<file path="src/pstb_pkg.sv">
// package of command codes, bit positions and widths for the status bank
// Function
// - paged output-current status at code 7B, bit 7 overcurrent fault.
// - output-current status bit 6: overcurrent with undervoltage fault.
// - output-current status bit 3: current share fault; others unused.
// - global input status at code 7C, bit 7 input overvoltage fault.
// - input bit 4 undervoltage, masked until input first exceeds threshold.
// - input status bit 2 input overcurrent; other bits unused.
// - global temperature status at code 7D, bit 7 over-temperature fault.
// - temperature bit 6 over-temperature warning, separate from fault.
// - temperature bit 4 under-temperature fault; others unused.
// - global comm/memory/logic status at code 7E, bit 7 bad command.
// - comm/memory/logic bit 6: command carried invalid data.
// - comm/memory/logic bit 5: packet error check failure.
// - comm/memory/logic bit 1: other communication fault; bit 2 unused.
// - comm/memory/logic bit 0: other memory or logic fault.
// - global vendor status at code 80, bit 1 one-time store full.
// - input voltage at code 88, global two-byte value in millivolts.
// - input current at code 89, global two-byte value, hundredths amp.
// - output voltage at code 8B, paged two-byte value in millivolts.
`default_nettype none
package pstb_pkg;
   localparam logic [7:0] CMD_IOUT_STAT = 8'h7B;
   localparam logic [7:0] CMD_INPUT_STAT = 8'h7C;
   localparam logic [7:0] CMD_TEMP_STAT = 8'h7D;
   localparam logic [7:0] CMD_CML_STAT = 8'h7E;
   localparam logic [7:0] CMD_VENDOR_STAT = 8'h80;
   localparam logic [7:0] CMD_VIN_READ = 8'h88;
   localparam logic [7:0] CMD_IIN_READ = 8'h89;
   localparam logic [7:0] CMD_VOUT_READ = 8'h8B;
   localparam int IOUT_OC_BIT = 7;
   localparam int IOUT_OCUV_BIT = 6;
   localparam int IOUT_SHARE_BIT = 3;
   localparam int IN_OV_BIT = 7;
   localparam int IN_UV_BIT = 4;
   localparam int IN_OC_BIT = 2;
   localparam int TEMP_OT_FAULT_BIT = 7;
   localparam int TEMP_OT_WARN_BIT = 6;
   localparam int TEMP_UT_FAULT_BIT = 4;
   localparam int CML_BAD_CMD_BIT = 7;
   localparam int CML_BAD_DATA_BIT = 6;
   localparam int CML_PEC_BIT = 5;
   localparam int CML_OTHER_COMM_BIT = 1;
   localparam int CML_OTHER_MEM_BIT = 0;
   localparam int VENDOR_OTP_FULL_BIT = 1;
   localparam logic [7:0] STAT_RESET = 8'h00;
   localparam logic [15:0] WORD_RESET = 16'h0000;
   localparam int NUM_PAGES = 2;
   localparam int PAGE_W = 1;
   // event sources feeding the status bank
   typedef struct packed {
      logic oc;
      logic ocuv;
      logic share;
   } pstb_out_ev_t;
   typedef struct packed {
      logic in_ov;
      logic in_uv;
      logic in_oc;
      logic in_above_uv;
      logic ot_fault;
      logic ot_warn;
      logic ut_fault;
      logic bad_cmd;
      logic bad_data;
      logic pec_err;
      logic other_comm;
      logic other_mem;
      logic otp_full;
   } pstb_glob_ev_t;
endpackage : pstb_pkg
`default_nettype wire

</file>
<file path="src/pstb_if.sv">
// interface carrying a read request and its answer between bank parts
`default_nettype none
interface pstb_if;
   logic req;
   logic [7:0] cmd;
   logic page;
   logic hit;
   logic two_byte;
   logic [15:0] data;
   modport decoder (input req, input cmd, input page,
                    output hit, output two_byte, output data);
   modport top (output req, output cmd, output page,
                input hit, input two_byte, input data);
endinterface : pstb_if
`default_nettype wire

</file>
<file path="src/pstb_page_word.sv">
// per-page register for two-byte readings, registered read port
`default_nettype none
module pstb_page_word #(
   parameter int PAGES = pstb_pkg::NUM_PAGES
) (
   // clock and reset
   input wire logic i_clk,
   input wire logic i_rstn,
   // update side
   input wire logic i_we,
   input wire logic [pstb_pkg::PAGE_W-1:0] i_wpage,
   input wire logic [15:0] i_wdata,
   // read side
   input wire logic [pstb_pkg::PAGE_W-1:0] i_rpage,
   output logic [15:0] o_rdata
);
   typedef struct packed {
      logic [PAGES-1:0][15:0] mem;
      logic [15:0] rd;
   } pstb_pw_state_t;
   pstb_pw_state_t st;
   pstb_pw_state_t next_st;
   initial begin
      if (PAGES < 1 || PAGES > (1 << pstb_pkg::PAGE_W)) begin
         $error("page count does not fit page index");
      end
   end
   always_comb begin
      next_st = st;
      if (i_we && (int'(i_wpage) < PAGES)) begin
         next_st.mem[i_wpage] = i_wdata;
      end
      next_st.rd = (int'(i_rpage) < PAGES) ? st.mem[i_rpage]
                                           : pstb_pkg::WORD_RESET;
   end
   always_ff @(posedge i_clk or negedge i_rstn) begin
      if (!i_rstn) begin
         st <= '0;
      end else begin
         st <= next_st;
      end
   end
   assign o_rdata = st.rd;
endmodule : pstb_page_word
`default_nettype wire

</file>
<file path="src/pstb_decode.sv">
// command decoder: chooses the byte or word answered for a code
`default_nettype none
module pstb_decode (
   // request and answer
   pstb_if.decoder bus,
   // status bytes and readings
   input wire logic [7:0] i_iout_stat,
   input wire logic [7:0] i_input_stat,
   input wire logic [7:0] i_temp_stat,
   input wire logic [7:0] i_cml_stat,
   input wire logic [7:0] i_vendor_stat,
   input wire logic [15:0] i_vin,
   input wire logic [15:0] i_iin,
   input wire logic [15:0] i_vout
);
   always_comb begin
      bus.hit = 1'b1;
      bus.two_byte = 1'b0;
      bus.data = pstb_pkg::WORD_RESET;
      case (bus.cmd)
         pstb_pkg::CMD_IOUT_STAT: bus.data = {8'h00, i_iout_stat};
         pstb_pkg::CMD_INPUT_STAT: bus.data = {8'h00, i_input_stat};
         pstb_pkg::CMD_TEMP_STAT: bus.data = {8'h00, i_temp_stat};
         pstb_pkg::CMD_CML_STAT: bus.data = {8'h00, i_cml_stat};
         pstb_pkg::CMD_VENDOR_STAT: bus.data = {8'h00, i_vendor_stat};
         pstb_pkg::CMD_VIN_READ: begin
            bus.two_byte = 1'b1;
            bus.data = i_vin;
         end
         pstb_pkg::CMD_IIN_READ: begin
            bus.two_byte = 1'b1;
            bus.data = i_iin;
         end
         pstb_pkg::CMD_VOUT_READ: begin
            bus.two_byte = 1'b1;
            bus.data = i_vout;
         end
         default: begin
            bus.hit = 1'b0;
         end
      endcase
   end
endmodule : pstb_decode
`default_nettype wire

</file>
<file path="src/pstb_bank.sv">
// status and telemetry bank: sticky status bytes and readings by code
`default_nettype none
module pstb_bank #(
   parameter int PAGES = pstb_pkg::NUM_PAGES
) (
   // clock and reset
   input wire logic i_clk,
   input wire logic i_rstn,
   // fault events, one bit per page for output faults
   input wire logic [PAGES-1:0] i_out_oc,
   input wire logic [PAGES-1:0] i_out_ocuv,
   input wire logic [PAGES-1:0] i_out_share,
   input wire pstb_pkg::pstb_glob_ev_t i_glob_ev,
   // clear strobes from the command layer
   input wire logic i_clear_all,
   // readings from the measurement logic
   input wire logic i_vin_we,
   input wire logic [15:0] i_vin,
   input wire logic i_iin_we,
   input wire logic [15:0] i_iin,
   input wire logic i_vout_we,
   input wire logic [pstb_pkg::PAGE_W-1:0] i_vout_page,
   input wire logic [15:0] i_vout,
   // command read port
   input wire logic i_rd_req,
   input wire logic i_wr_req,
   input wire logic [7:0] i_cmd,
   input wire logic [pstb_pkg::PAGE_W-1:0] i_page,
   output logic o_rd_valid,
   output logic o_rd_hit,
   output logic o_rd_two_byte,
   output logic [15:0] o_rd_data
);
   typedef struct packed {
      logic [PAGES-1:0][7:0] iout;
      logic [7:0] inp;
      logic [7:0] temp;
      logic [7:0] cml;
      logic [7:0] vendor;
      logic [15:0] vin;
      logic [15:0] iin;
      logic uv_armed;
      logic pend;
      logic pend_paged_vout;
      logic pend_hit;
      logic pend_two;
      logic [15:0] pend_data;
      logic rd_valid;
      logic rd_hit;
      logic rd_two;
      logic [15:0] rd_data;
   } pstb_bank_state_t;
   pstb_bank_state_t st;
   pstb_bank_state_t next_st;
   logic [15:0] vout_word;
   logic [7:0] iout_sel;
   pstb_if dec_if ();

   initial begin
      if (PAGES < 1 || PAGES > (1 << pstb_pkg::PAGE_W)) begin
         $error("page count does not fit page index");
      end
   end

   // sticky set: an event in the clear cycle still lands
   function automatic logic [7:0] stick(input logic [7:0] cur,
                                        input logic [7:0] ev,
                                        input logic clr);
      stick = (clr ? 8'h00 : cur) | ev;
   endfunction : stick

   pstb_page_word #(.PAGES(PAGES)) u_vout (
      .i_clk(i_clk),
      .i_rstn(i_rstn),
      .i_we(i_vout_we),
      .i_wpage(i_vout_page),
      .i_wdata(i_vout),
      .i_rpage(i_page),
      .o_rdata(vout_word)
   );

   assign iout_sel = (int'(i_page) < PAGES) ? st.iout[i_page]
                                            : pstb_pkg::STAT_RESET;
   assign dec_if.req = i_rd_req;
   assign dec_if.cmd = i_cmd;
   assign dec_if.page = i_page;

   pstb_decode u_dec (
      .bus(dec_if.decoder),
      .i_iout_stat(iout_sel),
      .i_input_stat(st.inp),
      .i_temp_stat(st.temp),
      .i_cml_stat(st.cml),
      .i_vendor_stat(st.vendor),
      .i_vin(st.vin),
      .i_iin(st.iin),
      .i_vout(vout_word)
   );

   always_comb begin
      logic [7:0] ev;
      ev = 8'h00;
      next_st = st;
      next_st.rd_valid = 1'b0;
      for (int p = 0; p < PAGES; p++) begin
         ev = 8'h00;
         ev[pstb_pkg::IOUT_OC_BIT] = i_out_oc[p];
         ev[pstb_pkg::IOUT_OCUV_BIT] = i_out_ocuv[p];
         ev[pstb_pkg::IOUT_SHARE_BIT] = i_out_share[p];
         next_st.iout[p] = stick(st.iout[p], ev, i_clear_all);
      end
      // undervoltage stays hidden until input first rises past threshold
      if (i_glob_ev.in_above_uv) begin
         next_st.uv_armed = 1'b1;
      end
      ev = 8'h00;
      ev[pstb_pkg::IN_OV_BIT] = i_glob_ev.in_ov;
      ev[pstb_pkg::IN_UV_BIT] = i_glob_ev.in_uv & st.uv_armed;
      ev[pstb_pkg::IN_OC_BIT] = i_glob_ev.in_oc;
      next_st.inp = stick(st.inp, ev, i_clear_all);
      ev = 8'h00;
      ev[pstb_pkg::TEMP_OT_FAULT_BIT] = i_glob_ev.ot_fault;
      ev[pstb_pkg::TEMP_OT_WARN_BIT] = i_glob_ev.ot_warn;
      ev[pstb_pkg::TEMP_UT_FAULT_BIT] = i_glob_ev.ut_fault;
      next_st.temp = stick(st.temp, ev, i_clear_all);
      ev = 8'h00;
      // reads of unknown codes also count as bad commands
      ev[pstb_pkg::CML_BAD_CMD_BIT] = i_glob_ev.bad_cmd;
      ev[pstb_pkg::CML_BAD_DATA_BIT] = i_glob_ev.bad_data;
      ev[pstb_pkg::CML_PEC_BIT] = i_glob_ev.pec_err;
      ev[pstb_pkg::CML_OTHER_COMM_BIT] = i_glob_ev.other_comm;
      ev[pstb_pkg::CML_OTHER_MEM_BIT] = i_glob_ev.other_mem;
      if (st.pend && !st.pend_hit) begin
         ev[pstb_pkg::CML_BAD_CMD_BIT] = 1'b1;
      end
      next_st.cml = stick(st.cml, ev, i_clear_all);
      ev = 8'h00;
      ev[pstb_pkg::VENDOR_OTP_FULL_BIT] = i_glob_ev.otp_full;
      next_st.vendor = stick(st.vendor, ev, i_clear_all);
      if (i_vin_we) begin
         next_st.vin = i_vin;
      end
      if (i_iin_we) begin
         next_st.iin = i_iin;
      end
      // writes never touch the bank; they are only dropped
      next_st.pend = i_rd_req & ~i_wr_req;
      next_st.pend_paged_vout = i_rd_req &&
                                (i_cmd == pstb_pkg::CMD_VOUT_READ);
      // first stage holds the decode, so back to back reads never collide
      next_st.pend_hit = dec_if.hit;
      next_st.pend_two = dec_if.two_byte;
      next_st.pend_data = dec_if.data;
      // second stage is the answer; it stands one cycle then drops
      next_st.rd_valid = st.pend;
      next_st.rd_hit = st.pend & st.pend_hit;
      next_st.rd_two = st.pend & st.pend_two;
      next_st.rd_data = pstb_pkg::WORD_RESET;
      if (st.pend && st.pend_hit) begin
         next_st.rd_data = st.pend_data;
      end
      // vout word comes a cycle late out of its page register
      if (st.pend && st.pend_paged_vout) begin
         next_st.rd_data = vout_word;
      end
   end

   always_ff @(posedge i_clk or negedge i_rstn) begin
      if (!i_rstn) begin
         st <= '0;
      end else begin
         st <= next_st;
      end
   end

   assign o_rd_valid = st.rd_valid;
   assign o_rd_hit = st.rd_hit;
   assign o_rd_two_byte = st.rd_two;
   assign o_rd_data = st.rd_data;
endmodule : pstb_bank
`default_nettype wire

</file>
<file path="config.mk">
export PLATFORM = sky130hd
export DESIGN_NAME = pstb_bank
export DESIGN_NICKNAME = d
export VERILOG_FILES = /design/src/pstb_pkg.sv /design/src/pstb_if.sv /design/src/pstb_page_word.sv /design/src/pstb_decode.sv /design/src/pstb_bank.sv
export SDC_FILE = /design/constraint.sdc
export NUM_CORES = 1
export LEC_CHECK = 0
export BUFFER_PORTS_ARGS = -buffer_cell sky130_fd_sc_hd__buf_2
export CAP_MARGIN = 20
export CORE_UTILIZATION = 35
export CTS_CLUSTER_SIZE = 14
export DETAILED_ROUTE_END_ITERATION = 7
export GPL_TIMING_DRIVEN = 0
export HOLD_SLACK_MARGIN = 0.06
export PLACE_DENSITY = 0.62
export SYNTH_ARGS = -nofsm -noshare
export SYNTH_HDL_FRONTEND = slang
export SYNTH_HIERARCHICAL = 1
export SYNTH_SLANG_ARGS = --single-unit
export TNS_END_PERCENT = 5
</file>
<file path="constraint.sdc">
create_clock -name i_clk -period 1.3 [get_ports i_clk]
set_clock_uncertainty 0.1 [all_clocks]
set_input_delay 0.13 -clock i_clk [delete_from_list [all_inputs] [get_ports i_clk]]
set_output_delay 0.13 -clock i_clk [all_outputs]
set_load 0.05 [all_outputs]
</file>
# ---- After elaboration in Yosys (flattened, before gate mapping)
# Cells that the tools add are included.
dict set report totals {
  output_inout_bits 19
  wordCells 70
  in_bits 85
  reg_bits 168
}
dict set report classes {
  n_bitwise 11
  n_eq_ne 8
  n_lt_le_gt_ge 3
  n_mux 19
  n_reduce_logical 8
}
# operator count
set ops {}
lappend ops {{$pmux 16 s8} 1}
lappend ops {{$mux 16} 5}
lappend ops {{$mux 8} 8}
lappend ops {{$or 8x8->8} 5}
lappend ops {{$bwmux 32} 1}
lappend ops {{$eq 8x7->1 const B} 4}
lappend ops {{$eq 8x8->1 const B} 4}
lappend ops {{$demux 16 s1} 1}
lappend ops {{$or 8x2->8} 1}
lappend ops {{$reduce_or 8->1} 1}
lappend ops {{$logic_and 1x1->1} 5}
lappend ops {{$and 1x1->1} 4}
lappend ops {{$lt 1x2->1 const B} 2}
lappend ops {{$mux 1} 3}
lappend ops {{$reduce_or 3->1} 1}
lappend ops {{$ge 1x1->1 const B} 1}
lappend ops {{$logic_not 1->1} 1}
lappend ops {{$not 1->1} 1}

# ---- Logic depth before layout (Yosys ltp)
# Gate-level depths: netlist of run 1.
dict set report depth {
  ltp_word 5
  depth_mapped 6
  depth_no_buf 4
}

# ---- By module
# Netlist of run 1, hierarchy kept.
# mod cells_each seq_area_each_um2 n_inst area_each_um2
set modules_own_cells {}
lappend modules_own_cells {pstb_bank 197 2252.2 1 3171.8}
lappend modules_own_cells {pstb_page_word 119 1201.2 1 1960.6}
lappend modules_own_cells {pstb_decode 110 0.0 1 797.0}

# ---- Worst setup path after synthesis of run 1
# No wires, ideal clock.
dict set report synth_path {
  path_kind {input port to flip-flop}
  startpoint {input port i_cmd[0]}
  endpoint {register st[24] (netlist name)}
  t_arrival_ns 1.383
  setup_time_ns 0.083
  path_stages 5
  slack_ns -0.266
  required_time_ns 1.117
  n_path_buf 1
  cell_sequence {buf_6 > or4_4 > nor4b_4 > a222oi_1 > o21ai_0}
}
dict set report synth_via {
  elab_chain_cells 2
  elab_cells_between_ends 9
  cone_classes {eq/ne (8); mux (1)}
}
# item line
set synth_rtl {}
lappend synth_rtl {{start: declaration} pstb_bank.sv:27} ;# input wire logic [7:0] i_cmd,
lappend synth_rtl {{$eq 8x8->1 / $eq 8x7->1 (equally long branches)} pstb_decode.sv:20} ;# case (bus.cmd)
lappend synth_rtl {{$pmux 16 s8 *} pstb_decode.sv:20}
lappend synth_rtl {{via dec_if.data[5]} pstb_if.sv:9} ;# logic [15:0] data;
lappend synth_rtl {{end signal: assignment} pstb_bank.sv:172} ;# st <= next_st;
lappend synth_rtl {{end: declaration} pstb_bank.sv:53} ;# pstb_bank_state_t st;
# Mark *: on every way through the listed nets, which the timed path passes. The rest lies on a longest branch.
# A chain may end at the register's enable or synchronous reset.

# ---- Worst setup path in the final report of run 1
# Ends and elaborated chain as after synthesis.

==> run summary, run 1 <==
CP peak stage delay -> 0.52 ns
Clk pin slew, worst setup/hold paths -> 0.06 ns
Area contributors post-synth -> dfrtp_1 (58%), mux2_2 (15%), buf_4 (4.2%)
CP bufs+invs -> 2
Slowest library cell on the worst path -> nor4b_4
Die Footprint -> 17,470 um2
Vias -> 4,160
Total track usage -> 17.64%
CP arrival -> 1.61 ns
I/O pin count -> 104
Top delay family on crit path -> simple AND/OR/NAND/NOR gates
Ys Warns -> 6
Crit start category -> input port
Pre-CTS setup slack -> -0.6870 ns
Post-synth top area cell -> dfrtp_1
Hold Violations, Final -> 1
Top FF cell, synth -> dfrtp_1
Post-route DRC violation count -> 0
# rows -> 47
Seq/Total Area, Yosys -> 58.24%
Global-route wire length before repair -> 23,330 um
Fin crit period -> 1.366 ns
Grt ovf -> 0
Critical path required time -> 1.54 ns
Final hold slack -> -0.1188 ns
Final #Nets -> 733
Slack of the critical path -> -0.06586 ns
CTS max path bufs -> 2
Vias in the first global route -> 4,583
Register area -> 3453 um2
Worst setup EP type -> register
Crit Path Class -> in2reg
Root buffer cell -> clkbuf_16
Most frequent cell after synthesis -> dfrtp_1
Num CTS Buffers -> 17
H-Tree Depth -> 4
Multi-input logic area -> 2211 um2
Asr flop ratio synth -> 100.0%
Initial antenna violation count -> 0
Leak pwr -> 3.895 nW
Mapped Area -> 5929 um2
Number of flops mapped to enable cells by yosys -> 0
Clk sinks -> 138
Port bufs -> 101
Top cell type's share of synthesized area -> 58.24%
Critical Path, Cell by Cell -> buf_6 -> buf_8 -> or4_4 -> nor4b_4 -> a222oi_1 -> o21ai_1
Max Cap Viol -> 0
Failing checks -> negative hold slack, negative setup slack
PwrDens -> 1353 nW/um2
RSZ-0062 raised after global routing -> yes
Final Max Slew Viols -> 0
Starting Density -> 35.76%
Slew Limit Headroom -> 58.27%
Setup Viol. Count Final -> 5
Vias per cell -> 4.727
Reg2Reg Setup Slack -> 0 ns
Hold WC Path Type -> in2reg
Max Fanout on Critical Path -> 8
Die Span Y -> 132.2 um
N_diodes -> 0
Detailed Place HPWL -> 9415 um
CORE AREA -> 16,580 um2
Total power -> 11.43 mW
Number of DRC markers in iteration 0 -> 212
Layout fillers -> 1,465
Share of cells above drive strength 1 -> 42.88%
VDD IR-drop max -> 1.058 mV
Yosys cell types -> 41
Routed wire length -> 14,260 um
Horiz. Die Dim -> 132.2 um
Post-DRT Antenna Nets -> 0
Outcome -> finished with violations
Synthesized area per cell -> 13.92 um2
Clock Latency Late Sink -> 0.42 ns
Maximum clock frequency -> 732.1 MHz
Routed len/inst -> 16.21 um
Layout area overhead -> 42.52%
Synth top cells by count -> dfrtp_1 (138), mux2_2 (79), buf_4 (33)
TritonCTS clock tree -> built
Syn Inst Count -> 426
Drt first pass iters -> 4
Post-route clock period utilization -> 105.1%
Pin count of the biggest net entering global routing -> 79
Worst-Margin Slew -> 0.6226 ns
Synth Register Bits -> 138
Gpl congestion -> 0.7958
layout by cell type, fill, tap and decap left out, types with 2 or more instances in the layout:
master / n
dfrtp_1: 138
buf_2: 87
mux2_2: 79
dlygate4sd3_1: 77
buf_4: 32
conb_1: 25
a22oi_1: 24
buf_6: 22
a22o_1: 17
clkbuf_16: 17
a21o_1: 16
nor2_1: 11
mux2_4: 10
nand2_1: 8
a2bb2oi_1: 8
o2bb2ai_1: 8
o211ai_1: 7
mux2i_1: 7
clkbuf_1: 4
nor2b_1: 4
bufinv_16: 4
inv_1: 3
clkinv_4: 3
clkinv_2: 3
clkbuf_8: 3
dlymetal6s4s_1: 3
buf_8: 3
nand2_2: 3
and2_1: 2
nand2b_1: 2
clkbuf_2: 2
mux2_1: 2
metrics by stage:
| stage | cells | instance area, um2 | utilization (%) | TNS [ns] |
|---|---|---|---|---|
| 6_report | 880 | 8451 | 50.96 | -0.1033 |
| 5_1_grt | 880 | 8451 | 50.96 | -1.089 |
| 4_1_cts | 879 | 8391 | 50.60 | -0.3163 |
| 3_5_place_dp | 772 | 6838 | 41.23 | -14.21 |
| 3_3_place_gp | 771 | 6804 | 41.03 | -261.96 |
| 2_1_floorplan | 450 | 6023 | - | -1.355 |
worst reg2reg max path, cell delays in order, from the launching register on:
cell,delay [ns]
dfrtp_1,0.39
a21o_1,0.16
dlygate4sd3_1,0.54
power by group:
| part | switching, mW | internal (mW) |
|---|---|---|
| clock network | 1.80 | 3.35 |
| registers | 0.186 | 4.68 |
| logic | 0.561 | 0.858 |
| total | 2.55 | 8.88 |
layer usage:
metal	track usage, %	wire [um]	vias to the layer above
li1	-	-	1946
met1	21.33	6160	2064
met2	29.86	7136	124
met3	4.191	661	26
met4	7.946	304	0
met5	0	0	-
what timing repair did:
action,CTS,global route
hold buffers,79,1
pin swaps,2,2
endpoints found under the hold margin,146,1
buffers inserted,0,0
resized for setup,47,17
endpoints found under the setup margin,44,47
final timing paths:
kind	from	endpoint	cells after the start
worst max-delay path	i_cmd[0]	st[24]$_DFF_PN0_	6
worst min-delay path	i_cmd[6]	st[37]$_DFF_PN0_	3
worst max register to register	st[107]$_DFF_PN0_	st[107]$_DFF_PN0_	2
worst min register to register	st[35]$_DFF_PN0_	o_rd_two_byte$_DFF_PN0_	1
max in group asynchronous	i_rstn	u_vout/st[36]$_DFFE_PN0P_	3
min in group asynchronous	i_rstn	o_rd_hit$_DFF_PN0_	2
cell type report:
type	count	area share (%)
plain buffers	52	4.575
clock buffers	20	5.523
inverters	4	0.1777
multi-input cells	253	26.16
flip-flops and latches	138	40.86
clock inverters	11	1.999
repair buffers	182	17.44
well taps	220	3.257
cells by family after synthesis:
logic type             Yosys count  synth area share (%)
flip-flops                     138                 58.24
buffers and inverters           59                 6.605
other                            1               0.06324
AO/OA/AOI/OAI                   85                 11.46
multiplexers                    99                 19.27
AND/OR/NAND/NOR                 44                 4.368
flip-flops by register name, summed over array words and instances, names as in the netlist:
register and flops:
o_rd_valid 1, st 70, o_rd_hit 1, o_rd_data 16, o_rd_two_byte 1, u_vout/st 32
next_st 1, u_vout/o_rdata 16
(Power assumes the default switching activity.)
==> run 2: changes to the inputs <==
--- a/config.mk
+++ b/config.mk
@@ -11,8 +11,8 @@
 export CTS_CLUSTER_SIZE = 14
 export DETAILED_ROUTE_END_ITERATION = 7
 export GPL_TIMING_DRIVEN = 0
-export HOLD_SLACK_MARGIN = 0.06
-export PLACE_DENSITY = 0.62
+export HOLD_SLACK_MARGIN = 0.1
+export PLACE_DENSITY = 0.6
 export SYNTH_ARGS = -nofsm -noshare
 export SYNTH_HDL_FRONTEND = slang
 export SYNTH_HIERARCHICAL = 1
==> constraint.sdc (replaced) <==
create_clock -name i_clk -period 1.7 [get_ports i_clk]
set_clock_uncertainty 0.1 [all_clocks]
set_input_delay 0.17 -clock i_clk [delete_from_list [all_inputs] [get_ports i_clk]]
set_output_delay 0.17 -clock i_clk [all_outputs]
set_load 0.05 [all_outputs]
==> run 2 against run 1 <==
The flow now finishes without violations. Global-route usage about the same. Combinational power decreased by 22%. Largest cell class unchanged. Critical endpoint unchanged. Sequential share of layout area increased by 0.53 points. Register-to-register slack improved by 0.19 ns.
==> run summary, run 2 (synthesized netlist as in run 1, its figures left out) <==
Pre-CTS setup slack -> -0.3301 ns (+0.3568 ns)
Global-route wire length before repair -> 23,300 um (-0.12%)
Most frequent cells in the layout -> dfrtp_1 (138), buf_2 (110), dlygate4sd3_1 (93), mux2_2 (79), buf_4 (33)
Vias -> 4,223 (+1.5%)
Regs by FF count -> st (70), u_vout/st (32)
VDD IR-drop max -> 0.7907 mV (-25%)
Hold Violations, Final -> 0 (-1)
Horiz. Die Dim -> 132.2 um (unchanged)
TritonCTS clock tree -> built
Total power -> 8.436 mW (-26%)
Setup Viol. Count Final -> 0 (-5)
Max FFs per register -> 70 (unchanged)
H-Tree Depth -> 4 (unchanged)
Slack of the critical path -> 0.08175 ns (+0.1476 ns)
# rows -> 47 (unchanged)
I/O pin count -> 104 (unchanged)
Vias in the first global route -> 4,617 (+0.74%)
Worst setup EP type -> register
Share of cells above drive strength 1 -> 40.77% (-2.1 points)
Layout area overhead -> 40.70%
Drt first pass iters -> 6 (+2)
CP arrival -> 1.84 ns (+0.23 ns)
Critical path required time -> 1.92 ns (+0.38 ns)
Maximum clock frequency -> 618.0 MHz
Post-DRT Antenna Nets -> 0 (unchanged)
Grt ovf -> 0 (unchanged)
Gpl congestion -> 0.7785 (-2.2%)
Starting Density -> 35.76% (unchanged)
Utilization after layout -> 50.31% (-0.65 points)
RSZ-0062 raised after global routing -> no
Clock Latency Late Sink -> 0.42 ns (about the same)
Max Cap Viol -> 0 (unchanged)
N_diodes -> 0 (unchanged)
Port bufs -> 101 (unchanged)
Die Span Y -> 132.2 um (unchanged)
Number of DRC markers in iteration 0 -> 164 (-23%)
Root buffer cell -> clkbuf_16
Setup bufs post-CTS -> 0 (unchanged)
Num CTS Buffers -> 17 (unchanged)
Die Footprint -> 17,470 um2 (unchanged)
CTS max path bufs -> 2 (unchanged)
Worst-Margin Slew -> 0.9528 ns (+0.3302 ns)
Vias per cell -> 4.708 (-0.41%)
Detailed Place HPWL -> 9603 um (+2.0%)
CORE AREA -> 16,580 um2 (unchanged)
Leak pwr -> 3.870 nW (-0.63%)
Commonest non-fill, non-tap cell in the layout -> dfrtp_1
CP peak stage delay -> 0.60 ns (+0.08 ns)
Crit Path Class -> in2reg
Final Max Slew Viols -> 0 (unchanged)
Total track usage -> 17.68% (+0.035 points)
Setup TNS -> 0 ns (+0.1033 ns)
Clk pin slew, worst setup/hold paths -> 0.06 ns (about the same)
Top reg by flops -> st
Routed len/inst -> 16.15 um (-0.37%)
Pin count of the biggest net entering global routing -> 100 (+27%)
CP bufs+invs -> 2 (unchanged)
Fin crit period -> 1.618 ns
Critical Path, Cell by Cell -> buf_2 -> dlygate4sd3_1 -> nor4b_4 -> a222oi_1 -> o21ai_0
Outcome -> finished, final reports clean
PwrDens -> 1011 nW/um2 (-25%)
Post-route clock period utilization -> 95.19%
Top delay family on crit path -> buffers and inverters
Max Fanout on Critical Path -> 8 (unchanged)
Post-route DRC violation count -> 0 (unchanged)
Initial antenna violation count -> 0 (unchanged)
Final #Nets -> 749 (+2.2%)
Slew Limit Headroom -> 35.99% (-22 points)
Clk sinks -> 138 (unchanged)
Crit start category -> input port
Routed wire length -> 14,490 um (+1.6%)
Hold WC Path Type -> in2async
Slowest library cell on the worst path -> dlygate4sd3_1
==> run 2: changes by cell type in the layout (fill, tap and decap cells not counted), sizes merged <==
| cell | change |
|---|---|
| dlygate4sd3 | +16 |
| clkinvlp | +3 |
| dlymetal6s4s | -3 |
| buf | +2 |
| bufinv | -2 |
| inv | +2 |
| clkbuf | -1 |
==> run 2: worst register-to-register path, cell delays in order (launching register included) <==
cell	delay (ns)
dfrtp_1	0.43
a221o_1	0.32
dlygate4sd3_1	0.55
==> run 2: stage by stage <==
stage | instance area [um2] | std cells | hold slack [ns]
after floorplan | 6020 | 450 | -0.2256
after global placement | 6800 | 771 | 0.2218
after detailed placement | 6834 | 772 | 0.006078
after CTS | 8343 | 897 | 0.1236
after global routing | 8343 | 897 | 0.1557
final | 8343 | 897 | 0.1292
==> run 2: routing by layer <==
metal	global-route usage, %	vias up	share of wire [%]
met4	9.625	0	3.0
met3	3.422	32	2.8
met2	29.39	93	50
met5	0	-	0
met1	21.68	2119	44
li1	-	1979	-
==> run 2: timing repair <==
| item | CTS | global route |
|---|---|---|
| setup endpoints to repair | 0 | 0 |
| hold endpoints to repair | 224 | 0 |
| hold buffers | 93 | 0 |
| gates resized for setup | 0 | 0 |
==> run 2: layout make-up <==
type / instances / area (um2)
fill: 1496 / 8240
sequential: 138 / 3453
clock buffer: 18 / 429.2
multi-input combinational: 253 / 2175
inverter: 4 / 15.01
tap: 220 / 275.3
clock inverter: 14 / 148.9
timing repair buffer: 195 / 1470
buffer: 55 / 376.6
==> run 2: final timing paths <==
path / startpoint / end / slack [ns] / cells after the start
setup / recovery: i_cmd[2] / st[24]$_DFF_PN0_ / 0.08 / 5
hold / removal: i_rstn / st[63]$_DFFE_PN0P_ / 0.13 / 2
setup reg to reg: next_st[18]$_DFF_PN0_ / st[87]$_DFF_PN0_ / 0.19 / 2
hold reg to reg: st[35]$_DFF_PN0_ / o_rd_two_byte$_DFF_PN0_ / 0.36 / 1
max in group asynchronous: i_rstn / u_vout/st[20]$_DFFE_PN0P_ / 0.58 / 3
min in group i_clk: i_vout_we / u_vout/st[32]$_DFFE_PN0P_ / 0.14 / 3
==> run 2: power breakdown <==
part           internal, mW  switching, mW  total [mW]
Sequential             3.58          0.144        3.72
Combinational         0.679          0.434        1.11
Clock                  2.16           1.44        3.60
Total                  6.42           2.02        8.44
==> run 3: changes to the inputs <==
--- a/config.mk
+++ b/config.mk
@@ -5,14 +5,14 @@
 export SDC_FILE = /design/constraint.sdc
 export NUM_CORES = 1
 export LEC_CHECK = 0
-export BUFFER_PORTS_ARGS = -buffer_cell sky130_fd_sc_hd__buf_2
 export CAP_MARGIN = 20
 export CORE_UTILIZATION = 35
 export CTS_CLUSTER_SIZE = 14
 export DETAILED_ROUTE_END_ITERATION = 7
+export DONT_BUFFER_PORTS = 1
 export GPL_TIMING_DRIVEN = 0
 export HOLD_SLACK_MARGIN = 0.1
-export PLACE_DENSITY = 0.6
+export PLACE_DENSITY = 0.55
 export SYNTH_ARGS = -nofsm -noshare
 export SYNTH_HDL_FRONTEND = slang
 export SYNTH_HIERARCHICAL = 1
==> run 3 against run 2 <==
The run now ends with negative hold slack left. Worst setup slack gained 0.038 ns. Total power shrank 2.2%. Clock-buffer cell count is the same. Non-clock buffer count shrank 99. Global-route usage shrank 0.99 points. Final cell count shrank 11%. First-iteration DRC count shrank 11%. Routed wire length shrank 5.0%. Die area is the same. Hold slack lost 0.77 ns. Clock power is essentially flat.
==> run summary, run 3 (synthesized netlist as in run 1, its figures left out) <==
Net Sw Frac -> 23.00% (-0.92 points)
Die Footprint -> 17,470 um2 (unchanged)
Max Cap Viol -> 0 (unchanged)
Total track usage -> 16.69% (-0.99 points)
Layout fillers -> 1,511 (+1.0%)
Grt peak-use layer -> met2
M1 GR Usage -> 20.72% (-0.96 points)
M3 GR Usage -> 3.922% (+0.50 points)
Hold WC Path Type -> in2async
Commonest non-fill, non-tap cell in the layout -> dfrtp_1
Final Max Slew Viols -> 0 (unchanged)
Final #Nets -> 650 (-13%)
Pin count of the biggest net entering global routing -> 139 (+39%)
Worst setup EP type -> register
Num CTS Buffers -> 17 (unchanged)
Clock share of power -> 43.4% (+0.7 points)
Routed wire length -> 13,760 um (-5.0%)
Reg2Reg Setup Slack -> 0.19 ns (about the same)
Regs by FF count -> st (70), u_vout/st (32)
Root buffer cell -> clkbuf_16
Crit Path Class -> in2reg
Number of DRC markers in iteration 0 -> 146 (-11%)
Max FFs per register -> 70 (unchanged)
Die Span Y -> 132.2 um (unchanged)
Clock Latency Late Sink -> 0.42 ns (about the same)
Combinational power share -> 11.5% (-1.7 points)
Share of cells above drive strength 1 -> 30.16% (-11 points)
N_diodes -> 0 (unchanged)
Layout area overhead -> 32.14%
Vias -> 3,802 (-10%)
Crit start category -> input port
Vias in the first global route -> 4,117 (-11%)
Final hold slack -> -0.6436 ns (-0.7727 ns)
Maximum clock frequency -> 632.9 MHz (+2.4%)
RSZ-0062 raised after global routing -> no
Port bufs -> 0 (-100%)
Terminus of the critical flop-to-flop path -> st[87]$_DFF_PN0_
Worst-Margin Slew -> 0.9213 ns (-0.03153 ns)
CP arrival -> 1.78 ns (-0.06 ns)
Vias per cell -> 4.770 (+1.3%)
Initial antenna violation count -> 0 (unchanged)
# rows -> 47 (unchanged)
Clk sinks -> 138 (unchanged)
TritonCTS clock tree -> built
Drt first pass iters -> 4 (-2)
Horiz. Die Dim -> 132.2 um (unchanged)
Post-route clock period utilization -> 92.94% (-2.2 points)
H-Tree Depth -> 4 (unchanged)
Leak pwr -> 3.452 nW (-11%)
Starting Density -> 35.76% (unchanged)
Register area -> 3453 um2 (unchanged)
NetSw -> 1.897 mW (-6.0%)
Reg power frac -> 45.1% (+1.0 points)
Most frequent cells in the layout -> dfrtp_1 (138), dlygate4sd3_1 (95), mux2_2 (79), buf_4 (33), conb_1 (25)
Setup Viol. Count Final -> 0 (unchanged)
Clk pin slew, worst setup/hold paths -> 0.06 ns (about the same)
Detailed Place HPWL -> 9115 um (-5.1%)
Internal power -> 6.352 mW (-1.0%)
Post-DP Area -> 6295 um2 (-7.9%)
Global-route wire length before repair -> 21,900 um (-6.0%)
Fin area -> 7835 um2 (-6.1%)
Routed len/inst -> 17.26 um (+6.9%)
Worst r2r src -> st[36]$_DFF_PN0_
Top reg by flops -> st
Fin crit period -> 1.580 ns (-0.03819 ns)
Post-route DRC violation count -> 0 (unchanged)
Setup bufs post-CTS -> 0 (unchanged)
Hold Violations, Final -> 138 (+138)
Slew Limit Headroom -> 38.11% (+2.1 points)
Worst r2r path cells -> 3 (+1)
VDD IR-drop max -> 0.7579 mV (-4.1%)
Gpl congestion -> 0.7746 (-0.50%)
Failing checks -> negative hold slack
Post-DRT Antenna Nets -> 0 (unchanged)
Critical path required time -> 1.90 ns (-0.02 ns)
I/O pin count -> 104 (unchanged)
Grt ovf -> 0 (unchanged)
PwrDens -> 1053 nW/um2 (+4.1%)
Met2 usage -> 28.48% (-0.91 points)
Hold-fix buffers, CTS -> 96 (+3.2%)
Max Fanout on Critical Path -> 10 (+2)
Multi-input logic area -> 2177 um2 (+0.11%)
CTS max path bufs -> 2 (unchanged)
Outcome -> finished with violations
CORE AREA -> 16,580 um2 (unchanged)
Total power -> 8.249 mW (-2.2%)
-- run 3: changes by cell type in the layout (fill, tap and decap cells not counted) --
cell            previous run  this run
dlygate4sd3_1             93        95
clkinvlp_4                 4         2
clkinv_4                   3         2
clkbuf_4                   0         1
buf_2                    110         9
dlymetal6s4s_1             0         1
inv_6                      2         4
nor2_1                    13        12
nor2_2                     0         1
buf_6                      3         2
buf_16                     1         0
-- run 3: critical path: stages --
cell           delay, ns
dlygate4sd3_1       0.69
buf_2               0.26
clkbuf_4            0.26
mux2_2              0.38
-- run 3: worst max-delay path by stage --
stage | start | slack (ns) | to | cells past startpoint
floorplan | i_cmd[0] | 0.09 | st[24]$_DFF_PN0_ | 5
global placement | i_cmd[4] | -0.25 | st[35]$_DFF_PN0_ | 5
detailed placement | i_cmd[3] | -0.25 | st[21]$_DFF_PN0_ | 5
CTS | i_page | 0.006 | u_vout/o_rdata[7]$_DFF_PN0_ | 4
global route | i_cmd[4] | 0.02 | st[31]$_DFF_PN0_ | 5
finish | i_page | 0.12 | u_vout/o_rdata[7]$_DFF_PN0_ | 4
-- run 3: metal layers --
metal  share of wire [%]  routed length (um)
met5                   0                   0
met3                 3.9                 530
met2                  51                7077
met1                  43                5956
met4                 1.4                 195
-- run 3: what timing repair did --
| action | in CTS | in global routing |
|---|---|---|
| endpoints found under the hold margin | 237 | 145 |
| gates resized for setup | 0 | 3 |
| endpoints found under the setup margin | 0 | 6 |
-- run 3: final cells by class --
type | instances | area share, %
timing repair buffer | 96 | 12.30
multi-input combinational | 253 | 27.79
sequential | 138 | 44.08
inverter | 4 | 0.1916
clock buffer | 18 | 5.477
clock inverter | 13 | 1.821
buffer | 55 | 4.839
tap | 220 | 3.513
-- run 3: through the flow --
step	setup TNS, ns	setup WS, ns	utilization (%)	hold slack (ns)	std cells
2_1_floorplan	0	0.09430	-	-0.2256	450
5_1_grt	0	0.02188	47.25	-0.6661	797
3_3_place_gp	-2.896	-0.2505	37.96	-0.2199	670
6_report	0	0.1199	47.25	-0.6436	797
4_1_cts	0	0.006265	47.20	-0.6709	797
3_5_place_dp	-3.317	-0.2480	37.96	-0.2203	670
-- run 3: power groups by stage --
stage,Combinational [mW],Sequential [mW],Clock [mW]
after floorplan,0.612,3.73,0
after global placement,0.711,3.77,0
after detailed placement,0.729,3.78,0
after CTS,0.946,3.72,3.66
after global routing,1.02,3.76,3.79
final,0.946,3.72,3.58
